### config.mk
export PLATFORM = sky130hd
export DESIGN_NAME = mcpc_top
export DESIGN_NICKNAME = d
export VERILOG_FILES = /design/src/hdl/mcpc_pkg.sv /design/src/hdl/mcpc_top.sv /design/src/hdl/mcpc_sync2.sv
export SDC_FILE = /design/constraint.sdc
export NUM_CORES = 1
export LEC_CHECK = 0
export BUFFER_PORTS_ARGS = -buffer_cell sky130_fd_sc_hd__buf_2
export CAP_MARGIN = 10
export CORE_AREA = 5 5 164 166
export DETAILED_ROUTE_END_ITERATION = 7
export DIE_AREA = 0 0 169 171
export PLACE_DENSITY = 0.66
export SYNTH_ARGS = -nofsm -noshare
export SYNTH_HDL_FRONTEND = slang
export SYNTH_SLANG_ARGS = --single-unit
### constraint.sdc
create_clock -name CORE_CLK -period 6.55 [get_ports CORE_CLK]
set_clock_uncertainty 0.1 [all_clocks]
set_input_delay 1.31 -clock CORE_CLK [delete_from_list [all_inputs] [get_ports CORE_CLK]]
set_output_delay 1.31 -clock CORE_CLK [all_outputs]
set_load 0.01 [all_outputs]
### src/hdl/mcpc_pkg.sv
/*
 Constants for the multichassis power and flag coordination block.
 Assumes a 250 MHz core clock; all counts are in core clock cycles.
*/
package mcpc_pkg;
	localparam int CORE_CLK_MHZ = 250;
	localparam int FLAG_COUNT = 4;
	// Flag line modes
	localparam logic [1:0] FLAG_MODE_OFF = 2'h0;
	localparam logic [1:0] FLAG_MODE_STATIC0 = 2'h1;
	localparam logic [1:0] FLAG_MODE_STATIC1 = 2'h2;
	localparam logic [1:0] FLAG_MODE_SOURCE = 2'h3;
	// Startup delay unit and default figure
	localparam int STARTUP_DELAY_US = 1000;
	localparam int CYCLES_PER_US = CORE_CLK_MHZ;
	localparam logic [31:0] STARTUP_DELAY_CYC_DEF =
		32'(STARTUP_DELAY_US * CYCLES_PER_US);
	// Chain clock: 100 MHz shared clock from a 250 MHz core by 5/2 pattern
	localparam int CHAIN_CLK_MHZ = 100;
	localparam int HOP_DELAY_NS = 35;
	localparam int CAL_ERROR_PS = 600;
	localparam int CORE_PERIOD_PS = 1000000 / (CORE_CLK_MHZ * 1000) * 1000;
	localparam int HOP_DELAY_CYC = (HOP_DELAY_NS * 1000) / 4000;
	localparam logic [5:0] HOP_DELAY_CYC_DEF = 6'(HOP_DELAY_CYC);
	// Cable clock detect: edges must keep arriving within this window
	localparam int CABLE_TIMEOUT_NS = 1000;
	localparam logic [11:0] CABLE_TIMEOUT_CYC =
		12'((CABLE_TIMEOUT_NS * CORE_CLK_MHZ) / 1000);
	localparam logic [3:0] CABLE_EDGES_NEEDED = 4'h8;
	// Button press debounce for the power button input
	localparam int BUTTON_DEBOUNCE_US = 10;
	localparam logic [11:0] BUTTON_DEBOUNCE_CYC =
		12'(BUTTON_DEBOUNCE_US * CYCLES_PER_US);
	// Interrupt event bit positions
	localparam int EV_POWER_ON = 0;
	localparam int EV_ALL_READY = 1;
	localparam int EV_BOOT = 2;
	localparam int EV_CABLE_IN = 3;
	localparam int EV_CABLE_OUT = 4;
	localparam int EV_FLAG_REFUSED = 5;
	localparam int EV_WAIT_RESTART = 6;
	localparam int EV_COUNT = 7;
	// Register offsets (byte addresses, byte address = index * 4)
	localparam logic [7:0] REG_CONTROL = 8'h00;
	localparam logic [7:0] REG_STATUS = 8'h04;
	localparam logic [7:0] REG_DELAY = 8'h08;
	localparam logic [7:0] REG_FLAG_CFG = 8'h0C;
	localparam logic [7:0] REG_EVENT = 8'h10;
	localparam logic [7:0] REG_MASK = 8'h14;
	localparam logic [7:0] REG_HOP = 8'h18;
	// Control fields
	localparam int CTL_SYNC_DRIVE = 0;
	localparam int CTL_SW_POWER = 1;
	localparam int CTL_SW_OFF = 2;
	// Reset values
	localparam logic [31:0] CONTROL_RST = 32'h0000_0001;
	localparam logic [7:0] FLAG_CFG_RST = 8'h00;
	localparam logic [7:0] FLAG_SRC_RST = 8'h00;
	localparam logic [EV_COUNT-1:0] MASK_RST = '0;
endpackage

### src/hdl/mcpc_top.sv
/*
 Power sequencing, master/subordinate role, chain clock and sync,
 and shared flag line control for one chassis system module.
 Assumes a 250 MHz core clock, synchronous active-high reset, and a
 register port with read data one cycle after the read strobe.
*/
// Added by the designer: the plain strobed port and the address map.
`timescale 1ns/10ps
`default_nettype none
// Operation
// - Local button press notifies every linked chassis to power on.
// - Notified chassis powers on and asserts not-ready toward others.
// - Master if embedded controller present or first host port unconnected.
// - Subordinate releases not-ready after modules active; master waits all.
// - Master waits configurable startup delay after everyone is ready.
// - Master boots embedded controller only after the startup delay.
// - Master first port is upstream to subordinate one; second to two.
// - Master sources shared 100 MHz clock, hop delay calibrated out; the clock path here has no hop delay compensation.
// - Master sources shared sync, hop delay calibrated the same way.
// - Subordinate detects chain cable, switches to cable clock.
// - Four bidirectional flag lines, each a trigger destination or source.
// - At most one driving source per flag across the chain.
// - Flag settable to static 1, static 0, or selected source.
// - Only one chassis drives chain sync; its sync forwarded downstream; here CTL_SYNC_DRIVE picks the source and there is no outbound sync port.
module mcpc_top
	import mcpc_pkg::*;
#(
	parameter logic [31:0] STARTUP_DELAY_CYC = STARTUP_DELAY_CYC_DEF
) (
	input wire logic CORE_CLK,
	input wire logic RST,
	input wire logic [7:0] ADDR,
	input wire logic [31:0] WDATA,
	input wire logic WR,
	input wire logic RD,
	output logic [31:0] RDATA,
	output logic IRQ,
	input wire logic POWER_BUTTON,
	input wire logic POWER_REQ_IN,
	output logic POWER_REQ_OUT,
	output logic POWER_ON,
	input wire logic PEER_NOT_READY_IN,
	output logic NOT_READY_OUT,
	input wire logic MODULES_ACTIVE,
	input wire logic EMBEDDED_CTRL_PRESENT,
	input wire logic HOST_PORT1_CONNECTED,
	output logic PORT1_UPSTREAM,
	output logic PORT2_DOWNSTREAM,
	output logic CTRL_BOOT,
	output logic STATUS_STEADY,
	input wire logic INBOUND_CHAIN_CLOCK,
	input wire logic INBOUND_CHAIN_SYNC,
	input wire logic CABLE_PRESENT,
	output logic OUTBOUND_CHAIN_CLOCK,
	output logic OUTBOUND_CHAIN_RUN,
	output logic CLOCK_FROM_CABLE,
	input wire logic LOCAL_SYNC,
	output logic CHASSIS_SYNC,
	input wire logic [FLAG_COUNT-1:0] INBOUND_CHAIN_FLAG,
	output logic [FLAG_COUNT-1:0] FLAG_OUT,
	output logic [FLAG_COUNT-1:0] FLAG_OE,
	input wire logic [FLAG_COUNT-1:0] FLAG_SOURCE,
	input wire logic [FLAG_COUNT-1:0] FLAG_OTHER_DRIVER,
	output logic [FLAG_COUNT-1:0] FLAG_TO_TRIGGER
);
	////////////////////////////////////////////////////////////////////
	// Pin synchronisers
	localparam int NSYNC = 9 + 2 * FLAG_COUNT;
	logic [NSYNC-1:0] pin_raw, pin_s;
	assign pin_raw = {INBOUND_CHAIN_FLAG, FLAG_OTHER_DRIVER,
		POWER_BUTTON, POWER_REQ_IN, PEER_NOT_READY_IN, MODULES_ACTIVE,
		EMBEDDED_CTRL_PRESENT, HOST_PORT1_CONNECTED, INBOUND_CHAIN_CLOCK,
		INBOUND_CHAIN_SYNC, CABLE_PRESENT};
	mcpc_sync2 #(.WIDTH(NSYNC)) u_sync (
		.clk(CORE_CLK),
		.rst(RST),
		.d(pin_raw),
		.q(pin_s)
	);
	wire [FLAG_COUNT-1:0] in_flag_s = pin_s[NSYNC-1 -: FLAG_COUNT];
	wire [FLAG_COUNT-1:0] other_drv_s = pin_s[9 +: FLAG_COUNT];
	wire button_s = pin_s[8];
	wire req_in_s = pin_s[7];
	wire peer_nr_s = pin_s[6];
	wire mod_active_s = pin_s[5];
	wire emb_s = pin_s[4];
	wire port1_s = pin_s[3];
	wire in_clk_s = pin_s[2];
	wire in_sync_s = pin_s[1];
	wire cable_s = pin_s[0];

	////////////////////////////////////////////////////////////////////
	// Registers
	logic [31:0] control_r, delay_r;
	logic [7:0] flag_cfg_r;
	logic [5:0] hop_r;
	logic [EV_COUNT-1:0] event_r, mask_r, ev_set;
	logic [31:0] rdata_nxt;
	wire wr_ctl = WR && ADDR == REG_CONTROL;
	wire wr_dly = WR && ADDR == REG_DELAY;
	wire wr_flag = WR && ADDR == REG_FLAG_CFG;
	wire wr_ev = WR && ADDR == REG_EVENT;
	wire wr_mask = WR && ADDR == REG_MASK;
	wire wr_hop = WR && ADDR == REG_HOP;
	wire sync_drive = control_r[CTL_SYNC_DRIVE];
	wire [EV_COUNT-1:0] ev_clr = wr_ev ? WDATA[EV_COUNT-1:0] : '0;

	always_ff @(posedge CORE_CLK) begin
		if (RST) begin
			control_r <= CONTROL_RST;
			delay_r <= STARTUP_DELAY_CYC;
			flag_cfg_r <= FLAG_CFG_RST;
			hop_r <= HOP_DELAY_CYC_DEF;
			mask_r <= MASK_RST;
			event_r <= '0;
			RDATA <= 32'h0000_0000;
		end else begin
			if (wr_ctl) control_r <= WDATA;
			else control_r[CTL_SW_POWER] <= 1'b0;
			if (wr_dly) delay_r <= WDATA;
			if (wr_flag) flag_cfg_r <= WDATA[7:0];
			if (wr_hop) hop_r <= WDATA[5:0];
			if (wr_mask) mask_r <= WDATA[EV_COUNT-1:0];
			// Set wins over write-one-to-clear
			event_r <= (event_r & ~ev_clr) | ev_set;
			RDATA <= RD ? rdata_nxt : 32'h0000_0000;
		end
	end
	assign IRQ = |(event_r & mask_r);

	////////////////////////////////////////////////////////////////////
	// Power sequencing
	typedef enum logic [2:0] {ST_OFF, ST_NOT_READY, ST_WAIT_PEERS,
		ST_DELAY, ST_RUN} mcpc_state_t;
	mcpc_state_t state_r, state_nxt;
	logic [31:0] dly_cnt_r;
	logic [11:0] deb_cnt_r;
	logic press_r, is_master_r;
	wire sw_power = wr_ctl && WDATA[CTL_SW_POWER];
	wire sw_off = control_r[CTL_SW_OFF];
	wire press = press_r || sw_power;
	wire power_wake = press || req_in_s;

	always_comb begin
		state_nxt = state_r;
		case (state_r)
			ST_OFF: if (power_wake) state_nxt = ST_NOT_READY;
			ST_NOT_READY: if (mod_active_s) state_nxt = ST_WAIT_PEERS;
			ST_WAIT_PEERS: if (is_master_r && !peer_nr_s)
				state_nxt = ST_DELAY;
				else if (!is_master_r) state_nxt = ST_RUN;
			ST_DELAY: if (peer_nr_s) state_nxt = ST_WAIT_PEERS;
				else if (dly_cnt_r >= delay_r) state_nxt = ST_RUN;
			ST_RUN: state_nxt = ST_RUN;
			default: state_nxt = ST_OFF;
		endcase
		if (sw_off) state_nxt = ST_OFF;
	end

	always_ff @(posedge CORE_CLK) begin
		if (RST) begin
			state_r <= ST_OFF;
			dly_cnt_r <= 32'h0000_0000;
			deb_cnt_r <= 12'h000;
			press_r <= 1'b0;
			is_master_r <= 1'b0;
		end else begin
			state_r <= state_nxt;
			dly_cnt_r <= state_r == ST_DELAY ? dly_cnt_r + 32'h1 : 32'h0;
			deb_cnt_r <= button_s ? (deb_cnt_r == BUTTON_DEBOUNCE_CYC ?
				deb_cnt_r : deb_cnt_r + 12'h001) : 12'h000;
			press_r <= button_s && deb_cnt_r == BUTTON_DEBOUNCE_CYC - 12'h001;
			if (state_r == ST_NOT_READY)
				is_master_r <= emb_s || !port1_s;
		end
	end

	wire powered = state_r != ST_OFF;
	assign POWER_ON = powered;
	assign POWER_REQ_OUT = press || powered;
	// Subordinate holds not-ready until its modules are active
	assign NOT_READY_OUT = powered && (state_r == ST_NOT_READY);
	assign STATUS_STEADY = state_r == ST_RUN;
	assign CTRL_BOOT = state_r == ST_RUN && is_master_r && emb_s;
	assign PORT1_UPSTREAM = powered && is_master_r;
	assign PORT2_DOWNSTREAM = powered && is_master_r;

	////////////////////////////////////////////////////////////////////
	// Chain clock and cable detection
	logic in_clk_d_r, cable_ok_r, clk_run_r;
	logic [11:0] edge_to_r;
	logic [3:0] edge_cnt_r;
	logic [2:0] div_r;
	wire in_clk_edge = in_clk_s && !in_clk_d_r;

	always_ff @(posedge CORE_CLK) begin
		if (RST) begin
			in_clk_d_r <= 1'b0;
			edge_to_r <= 12'h000;
			edge_cnt_r <= 4'h0;
			cable_ok_r <= 1'b0;
			div_r <= 3'h0;
			clk_run_r <= 1'b0;
		end else begin
			in_clk_d_r <= in_clk_s;
			// Hot plug: cable counts once steady edges arrive
			if (!cable_s || edge_to_r == CABLE_TIMEOUT_CYC) begin
				edge_cnt_r <= 4'h0;
				cable_ok_r <= 1'b0;
				edge_to_r <= 12'h000;
			end else if (in_clk_edge) begin
				edge_to_r <= 12'h000;
				if (edge_cnt_r == CABLE_EDGES_NEEDED) cable_ok_r <= 1'b1;
				else edge_cnt_r <= edge_cnt_r + 4'h1;
			end else begin
				edge_to_r <= edge_to_r + 12'h001;
			end
			div_r <= div_r == 3'h4 ? 3'h0 : div_r + 3'h1;
			clk_run_r <= powered;
		end
	end
	assign CLOCK_FROM_CABLE = cable_ok_r && !is_master_r;
	// Own 100 MHz reference, else the cable clock forwarded when CLOCK_FROM_CABLE
	wire local_clk = div_r < 3'h2 || div_r == 3'h3 ? 1'b0 : 1'b1;
	logic out_clk_r;
	always_ff @(posedge CORE_CLK) begin
		if (RST) out_clk_r <= 1'b0;
		else out_clk_r <= CLOCK_FROM_CABLE ? in_clk_s : local_clk;
	end
	assign OUTBOUND_CHAIN_CLOCK = out_clk_r;
	assign OUTBOUND_CHAIN_RUN = clk_run_r;

	////////////////////////////////////////////////////////////////////
	// Sync distribution with hop delay compensation
	logic [63:0] sync_line_r;
	logic sync_out_r;
	wire sync_src = sync_drive ? LOCAL_SYNC : in_sync_s;
	always_ff @(posedge CORE_CLK) begin
		if (RST) begin
			sync_line_r <= 64'h0;
			sync_out_r <= 1'b0;
		end else begin
			sync_line_r <= {sync_line_r[62:0], sync_src};
			// Local copy delayed to line up with chassis downstream
			sync_out_r <= sync_drive ? sync_line_r[hop_r] : in_sync_s;
		end
	end
	assign CHASSIS_SYNC = sync_out_r;

	////////////////////////////////////////////////////////////////////
	// Flag lines
	logic [FLAG_COUNT-1:0] flag_out_r, flag_oe_r, refused;
	always_ff @(posedge CORE_CLK) begin
		if (RST) begin
			flag_out_r <= '0;
			flag_oe_r <= '0;
		end else begin
			for (int i = 0; i < FLAG_COUNT; i++) begin
				case (flag_cfg_r[2*i +: 2])
					FLAG_MODE_STATIC0: begin
						flag_out_r[i] <= 1'b0;
						flag_oe_r[i] <= !other_drv_s[i];
					end
					FLAG_MODE_STATIC1: begin
						flag_out_r[i] <= 1'b1;
						flag_oe_r[i] <= !other_drv_s[i];
					end
					FLAG_MODE_SOURCE: begin
						flag_out_r[i] <= FLAG_SOURCE[i];
						flag_oe_r[i] <= !other_drv_s[i];
					end
					default: begin
						flag_out_r[i] <= 1'b0;
						flag_oe_r[i] <= 1'b0;
					end
				endcase
			end
		end
	end
	always_comb begin
		for (int i = 0; i < FLAG_COUNT; i++)
			refused[i] = flag_cfg_r[2*i +: 2] != FLAG_MODE_OFF
				&& other_drv_s[i];
	end
	assign FLAG_OUT = flag_out_r;
	assign FLAG_OE = flag_oe_r;
	assign FLAG_TO_TRIGGER = in_flag_s;

	////////////////////////////////////////////////////////////////////
	// Events and readback
	logic cable_d_r;
	always_ff @(posedge CORE_CLK) begin
		if (RST) cable_d_r <= 1'b0;
		else cable_d_r <= cable_ok_r;
	end
	always_comb begin
		ev_set = '0;
		ev_set[EV_POWER_ON] = state_r == ST_OFF && state_nxt == ST_NOT_READY;
		ev_set[EV_ALL_READY] = state_r == ST_WAIT_PEERS
			&& state_nxt == ST_DELAY;
		ev_set[EV_BOOT] = state_r != ST_RUN && state_nxt == ST_RUN;
		ev_set[EV_CABLE_IN] = cable_ok_r && !cable_d_r;
		ev_set[EV_CABLE_OUT] = !cable_ok_r && cable_d_r;
		ev_set[EV_FLAG_REFUSED] = |refused;
		ev_set[EV_WAIT_RESTART] = state_r == ST_DELAY
			&& state_nxt == ST_WAIT_PEERS;
	end
	wire [31:0] status_w = {20'h0, refused, CLOCK_FROM_CABLE, is_master_r,
		STATUS_STEADY, NOT_READY_OUT, 1'b0, state_r};
	always_comb begin
		case (ADDR)
			REG_CONTROL: rdata_nxt = control_r;
			REG_STATUS: rdata_nxt = status_w;
			REG_DELAY: rdata_nxt = delay_r;
			REG_FLAG_CFG: rdata_nxt = {24'h0, flag_cfg_r};
			REG_EVENT: rdata_nxt = {25'h0, event_r};
			REG_MASK: rdata_nxt = {25'h0, mask_r};
			REG_HOP: rdata_nxt = {26'h0, hop_r};
			default: rdata_nxt = 32'h0000_0000;
		endcase
	end
endmodule // mcpc_top
`default_nettype wire

### src/hdl/mcpc_sync2.sv
/*
 Two-flop synchroniser bank for asynchronous pins.
 Assumes inputs are from outside the core clock domain.
*/
`timescale 1ns/10ps
`default_nettype none
module mcpc_sync2 #(
	parameter int WIDTH = 1
) (
	input wire logic clk,
	input wire logic rst,
	input wire logic [WIDTH-1:0] d,
	output logic [WIDTH-1:0] q
);
	logic [WIDTH-1:0] meta_r;

	always_ff @(posedge clk) begin
		if (rst) begin
			meta_r <= '0;
			q <= '0;
		end else begin
			meta_r <= d;
			q <= meta_r;
		end
	end
endmodule // mcpc_sync2
`default_nettype wire

# Word-level counts from Yosys, hierarchy flattened
# Cells that the tools add are included.
# totals
register_bits,304
in_bits,66
elab_cells,172
output_inout_bits,56
# classes
n_eq_ne,33
n_reduce_logical,68
muxes,20
bitwise,13
addsub,5
n_lt_le_gt_ge,3
# op_table
cell,count
$pmux 32 s7,1
$add 32x1->32 const B,1
$ge 32x32->1,1
$logic_and 1x1->1,25
$add 12x1->12 const B,2
$eq 12x12->1 const B,2
$eq 8x5->1 const B,3
$mux 3,7
$reduce_or 2->1,10
$eq 2x2->1 const B,8
$eq 8x4->1 const B,2
$eq 3x2->1 const B,5
$pmux 3 s5,1
$reduce_or 3->1,5
$and 7x7->7,2
$eq 12x8->1 const B,1
$logic_not 1->1,11
$eq 3x3->1 const B,3
$not 1->1,9
$eq 2x1->1 const B,4
$eq 8x3->1 const B,1
$logic_not 8->1,1
$pmux 1 s2,4
$reduce_bool 2->1,4
18 further kinds,29

# Depth between registers and ports, before layout
# Gate-level depths: netlist of the first run.
# depth
ltp_word,11
mapped_depth,9

# Modules after synthesis
# Synthesis of the first run repeated with hierarchy kept, for this count alone.
# unflattened
cells_unflattened,1325
hier_area_um2,12309.3
# modules_own_cells
mod,area_per_inst_um2,seq_area_each_um2,cells_each,n_inst
mcpc_top,11372.2,5405.2,1254,1
mcpc_sync2,937.1,680.7,71,1

# Least setup slack after synthesis of the first run
# No wires, ideal clock.
# synth_timing
path_type,input-to-output
startpoint,input port ADDR[5]
endpoint,output port POWER_REQ_OUT
t_arrival_ps,2240
slack_ps,2900
stages,5
n_path_buf,1
path_cell_list,nor4_1 and4_1 clkbuf_1 nand2_2 nand3b_1
# synth_via
elab_chain_cells,5
# synth_rtl
element,line_no,rtl
from (decl),mcpc_top.sv:32,"input wire logic [7:0] ADDR,"
$logic_not 8->1,mcpc_top.sv:99,wire wr_ctl = WR && ADDR == REG_CONTROL;
$logic_and 1x1->1,mcpc_top.sv:99,
$logic_and 1x1->1,mcpc_top.sv:139,wire sw_power = wr_ctl && WDATA[CTL_SW_POWER];
$logic_or 1x1->1,mcpc_top.sv:141,wire press = press_r || sw_power;
$logic_or 1x1->1,mcpc_top.sv:180,assign POWER_REQ_OUT = press || powered;
to (decl),mcpc_top.sv:40,"output logic POWER_REQ_OUT,"
# Every way passes these cells.

# Worst setup path after layout of the first run
# Ends and elaborated chain as after synthesis.

==> results of run 1 <==
-- worst paths after layout --
kind	from	to	slack (ps)	cells after the start
max	ADDR[5]	POWER_REQ_OUT	2240	7
min reg2reg	u_sync.q[3]	is_master_r	320	1
max reg2reg	hop_r[1]	CHASSIS_SYNC	3900	7
min	u_sync.q[3]	is_master_r	320	1
-- power by group --
group	switching, mW	total (mW)	leakage (nW)	internal [mW]
clock	0.712	1.89	0.545	1.17
combinational	0.0621	0.0969	2.34	0.0348
sequential	0.00935	1.87	2.46	1.87
total	0.783	3.86	5.35	3.07
-- kinds of logic after synthesis --
kind of cell | count (synthesis) | share of synthesized area
multiplexers | 39 | 0.0473
flip-flops | 304 | 0.501
buffers and inverters | 126 | 0.0428
AND/OR/NAND/NOR | 561 | 0.226
XOR/XNOR | 43 | 0.0310
adder cells (fa/ha/maj) | 42 | 0.0433
AO/OA/AOI/OAI | 213 | 0.108
-- routing by layer --
layer	share of wire	up-vias	global-route usage
met5	0.00086	-	0
met4	0.020	4	0.0445
met3	0.087	58	0.0441
met2	0.43	340	0.304
met1	0.46	4432	0.282
li1	-	4696	-
-- registers in the layout, indices dropped and copies added, names as in the netlist, 8 cells and up --
signal / cells
delay_r: 32
RDATA: 32
u_sync.meta_r: 17
edge_to_r: 12
deb_cnt_r: 12
dly_cnt_r: 32
flag_cfg_r: 8
control_r: 32
u_sync.q: 17
sync_line_r: 64
-- cells in the final DEF, fill, tap and decap left out, drive strengths merged, types with 10 or more instances in the layout --
cell type	n
ha	42
nand2	184
nand3	44
nand2b	12
clkbuf	42
inv	50
buf	133
mux4	14
nor2	117
nor3	19
a21oi	107
dfxtp	304
a22oi	32
nor2b	109
nand4	17
o21ai	20
xor2	27
a21o	10
and3	17
or3	13
mux2i	18
xnor2	16
-- through the flow --
stage	utilization	setup WS, ps	power [mW]	instance area [µm²]	hold slack, ps
floorplan	-	2900	1.96	12100	294
global placement	0.508	2330	2.01	12900	310
detailed placement	0.508	2290	2.01	12900	316
CTS	0.551	2270	3.89	14000	326
global route	0.552	2150	3.99	14000	336
finish	0.552	2240	3.86	14000	323
-- layout make-up --
type	count	area, µm²
clock inverters	12	210
well taps	335	419
diodes	2	5.00
repair buffers	133	702
flip-flops and latches	304	6090
clock buffers	42	887
inverters	50	188
multi-input cells	898	5550
fillers	2304	11400
==> flow_metrics.py, run 1 <==
metrics = {
    "outcome": {
        "status": "completed",
    },
    "worst_setup_path": {
        "path_cells": "buf_2 -> nor4_1 -> and4_1 -> buf_4 -> nand2_2 -> nand3b_1 -> buf_2",
        "slowest_delay_ps": 460,
        "crit_arrival_ps": 2900,
        "cp_slowest_cell": "nor4_1",
        "required_ps": 5140,
        "path_class": "in -> out",
        "crit_fanout": 32,
        "path_buf_inv": 3,
        "cpLargestDelayFamily": "simple AND/OR/NAND/NOR gates",
        "crit_top_cell": "buf_2",
        "cp-end-kind": "output pin",
        "startpoint_type": "input pin",
    },
    "global_routing": {
        "grt_max_degree": 99,
        "grt-ovfl-total": 0,
        "grt_pass1_wl_mm": 46.7,
        "grt_pass1_vias": 8891,
        "antenna_found_initial": 3,
        "grt_usage": 0.196,
    },
    "job": {
        "maxCapViolCount": 0,
    },
    "clocking": {
        "root_buffer": "clkbuf_16",
        "numCtsBuffers": 31,
        "clock-sinks": 304,
        "cts.repair.resized": 0,
        "cts_hold_buf": 0,
        "ctsHtreeMaxLevel": 1,
        "post-cts-setup-buffers": 0,
        "cts_tree": "yes",
        "clkSlewWorstSetupHoldPaths_ps": 60,
        "cts_buffer_depth": 3,
        "clk_latency_ps": 540,
    },
    "die": {
        "die_area_mm2": 0.0289,
        "start_util": 0.477,
        "rows": 59,
        "ios": 122,
        "die_y_um": 171,
        "core_mm2": 0.0255,
        "die_w_um": 169,
    },
    "power": {
        "p_leak_nw": 5.35,
        "ir_drop_mv": 0.222,
        "power_density_mw_per_mm2": 275,
    },
    "synthesis": {
        "seq_area_frac_synth": 0.501,
        "synth_edf_count": 0,
        "synth_common_cells": "dfxtp_1 (304), nand2_1 (183), nor2_1 (116)",
        "async_reset_ff_frac": 0,
        "yosysWarnings": 0,
        "yosysTopAreaCellShare": 0.501,
        "syn_inst": 1328,
        "synth_cell_types": 59,
        "synth_ff_type": "dfxtp_1",
        "syn_avg_cell_area_um2": 9.14,
        "ys_seq_elements": 304,
        "synth_area_leaders": "dfxtp_1 (50%), nand2_1 (5.7%), nor2b_1 (5.6%)",
        "synth_area_mm2": 0.0121,
        "synthesis.nets": 1436,
        "yosysMostFrequentCell": "dfxtp_1",
        "yosysTopAreaCell": "dfxtp_1",
    },
    "sta": {
        "max_slew_margin": 0.322,
        "finalHoldViolations": 0,
        "fin_crit_sh": 0.658,
        "rsz0062_at_grt": "no",
        "drv_slew": 0,
        "tightest_slew_ps": 1020,
        "finalSetupViolations": 0,
        "tns_ps": 0,
        "max_freq_ghz": 0.232,
        "min_period_ps": 4310,
    },
    "placement": {
        "dp_hpwl_mm": 20.1,
        "port_buffers": 121,
        "gp_congestion": 0.894,
        "dp.cells": 1720,
    },
    "drt": {
        "dr_total_vias": 9530,
        "wl_mm": 29.2,
        "post_drt_via_cell_ratio": 5.37,
        "route.detailed.drc": 0,
        "dr.pass1.iters": 6,
        "drt_iter0_markers": 916,
        "antenna_left": 0,
        "wl_per_cell_um": 16.4,
    },
    "worst_hold_path": {
        "hp-class": "reg -> reg",
    },
    "cells_and_area": {
        "area_growth_pct": 15.8,
        "final_layout_size_suffix_gt1_frac": 0.148,
        "nets": 1526,
        "stdcell_count": 1776,
    },
}
Power figures use the tool's default switching activity.
==> run 2, diff against run 1 <==
==> constraint.sdc (replaced) <==
create_clock -name CORE_CLK -period 4.2 [get_ports CORE_CLK]
set_clock_uncertainty 0.1 [all_clocks]
set_input_delay 0.84 -clock CORE_CLK [delete_from_list [all_inputs] [get_ports CORE_CLK]]
set_output_delay 0.84 -clock CORE_CLK [all_outputs]
set_load 0.01 [all_outputs]
==> flow_metrics.py, run 2 (synthesis results as in run 1) <==
metrics = {
    "clocking": {
        "root_buffer": "clkbuf_16",
        "cts_hold_buf": 0,
        "cts.repair.resized": 0,
        "post-cts-setup-buffers": 0,
        "numCtsBuffers": 31,
        "clkSlewWorstSetupHoldPaths_ps": 60,
        "cts_tree": "yes",
        "ctsHtreeMaxLevel": 1,
        "cts_buffer_depth": 3,
        "clk_latency_ps": 560,
        "clock-sinks": 304,
    },
    "placement": {
        "gp_congestion": 0.878,
        "port_buffers": 121,
        "dp_hpwl_mm": 19.5,
        "dpl_worst_slack_ps": 965,
    },
    "drt": {
        "wl_mm": 28.3,
        "wl_per_cell_um": 15.9,
        "drt_iter0_markers": 799,
        "wl_met3_mm": 2.16,
        "dr_total_vias": 9383,
        "dr.pass1.iters": 7,
        "routed.top_layer": "met4",
        "post_drt_via_cell_ratio": 5.27,
        "met2_length_mm": 12.2,
        "antenna_left": 0,
        "route.detailed.drc": 0,
        "wl_met1_mm": 13.5,
    },
    "worst_setup_path": {
        "crit_arrival_ps": 2340,
        "crit_top_cell": "buf_2",
        "cp-end-kind": "output pin",
        "startpoint_type": "input pin",
        "cp_slowest_cell": "nor4_1",
        "path_class": "in -> out",
        "crit_fanout": 3,
        "path_cells": "buf_2 -> nor4_1 -> and4_1 -> nand2_2 -> nand3b_1 -> buf_2",
        "slowest_delay_ps": 610,
        "required_ps": 3260,
    },
    "cells_and_area": {
        "final_layout_size_suffix_gt1_frac": 0.149,
        "mostFrequentLayoutCells": "dfxtp_1 (304), nand2_1 (183), buf_2 (120), nor2_1 (115), nor2b_1 (109)",
        "top_register": "sync_line_r",
        "nets": 1528,
        "area_growth_pct": 15.3,
        "largest_register_ffs": 64,
        "final_common_cell": "dfxtp_1",
    },
    "global_routing": {
        "grt_pass1_vias": 8854,
        "grt-ovfl-total": 0,
        "grt_max_degree": 111,
        "grt_usage": 0.190,
        "antenna_found_initial": 0,
        "grt_pass1_wl_mm": 45.8,
    },
    "die": {
        "rows": 59,
        "ios": 122,
        "die_area_mm2": 0.0289,
        "start_util": 0.477,
        "die_y_um": 171,
        "die_w_um": 169,
        "core_mm2": 0.0255,
    },
    "sta": {
        "max_freq_ghz": 0.305,
        "drv_slew": 0,
        "finalHoldViolations": 0,
        "finalSetupViolations": 0,
        "max_slew_margin": 0.279,
        "tightest_slew_ps": 1080,
        "fin_crit_sh": 0.780,
        "min_period_ps": 3280,
        "hold_slack_ps": 320,
        "tns_ps": 0,
        "setup_slack_ps": 923,
        "rsz0062_at_grt": "no",
    },
    "power": {
        "power_density_mw_per_mm2": 418,
        "ir_drop_mv": 0.302,
        "p_leak_nw": 5.33,
    },
    "worst_hold_path": {
        "hp-class": "reg -> reg",
    },
    "outcome": {
        "status": "completed",
    },
    "job": {
        "maxCapViolCount": 0,
    },
}
run 2: cell type report:
cell class	count	area [µm²]
fillers	2322	11500
inverters	50	188
clock inverters	15	179
diodes	2	5.00
multi-input cells	898	5550
repair buffers	135	717
flip-flops and latches	304	6090
clock buffers	41	853
well taps	335	419
run 2: per-stage QoR:
stage                      util  instances  power [mW]  area, µm²
after floorplan               -       1328        3.06      12100
after global placement    0.509       1722        3.14      13000
after detailed placement  0.509       1722        3.14      13000
after CTS                 0.549       1778        5.92      14000
after global routing      0.549       1778        6.07      14000
final                     0.550       1780        5.85      14000
run 2: power breakdown:
part | switching, mW | total, mW | internal [mW] | leakage, nW
Combinational | 0.0953 | 0.150 | 0.0543 | 2.35
Sequential | 0.0145 | 2.92 | 2.91 | 2.46
Clock | 1.12 | 2.78 | 1.66 | 0.518
run 2: worst paths after layout:
kind | cells after the start | slack, ps | to | startpoint
worst max-delay path | 6 | 920 | POWER_REQ_OUT | ADDR[5]
worst min-delay path | 1 | 320 | FLAG_OE[0] | u_sync.q[9]
worst max register to register | 8 | 1610 | CHASSIS_SYNC | hop_r[0]
worst min register to register | 1 | 320 | FLAG_OE[0] | u_sync.q[9]
run 2: worst max-delay path: cells and delay by family:
family / cells / cell delay (ps)
simple gates: 4 / 1250
buf+inv: 2 / 240
run 2: layer usage:
| layer | GRT usage | up-vias |
|---|---|---|
| met5 | 0 | - |
| met4 | 0.0403 | 0 |
| met3 | 0.0395 | 35 |
| met1 | 0.277 | 4381 |
| met2 | 0.294 | 258 |
| li1 | - | 4709 |
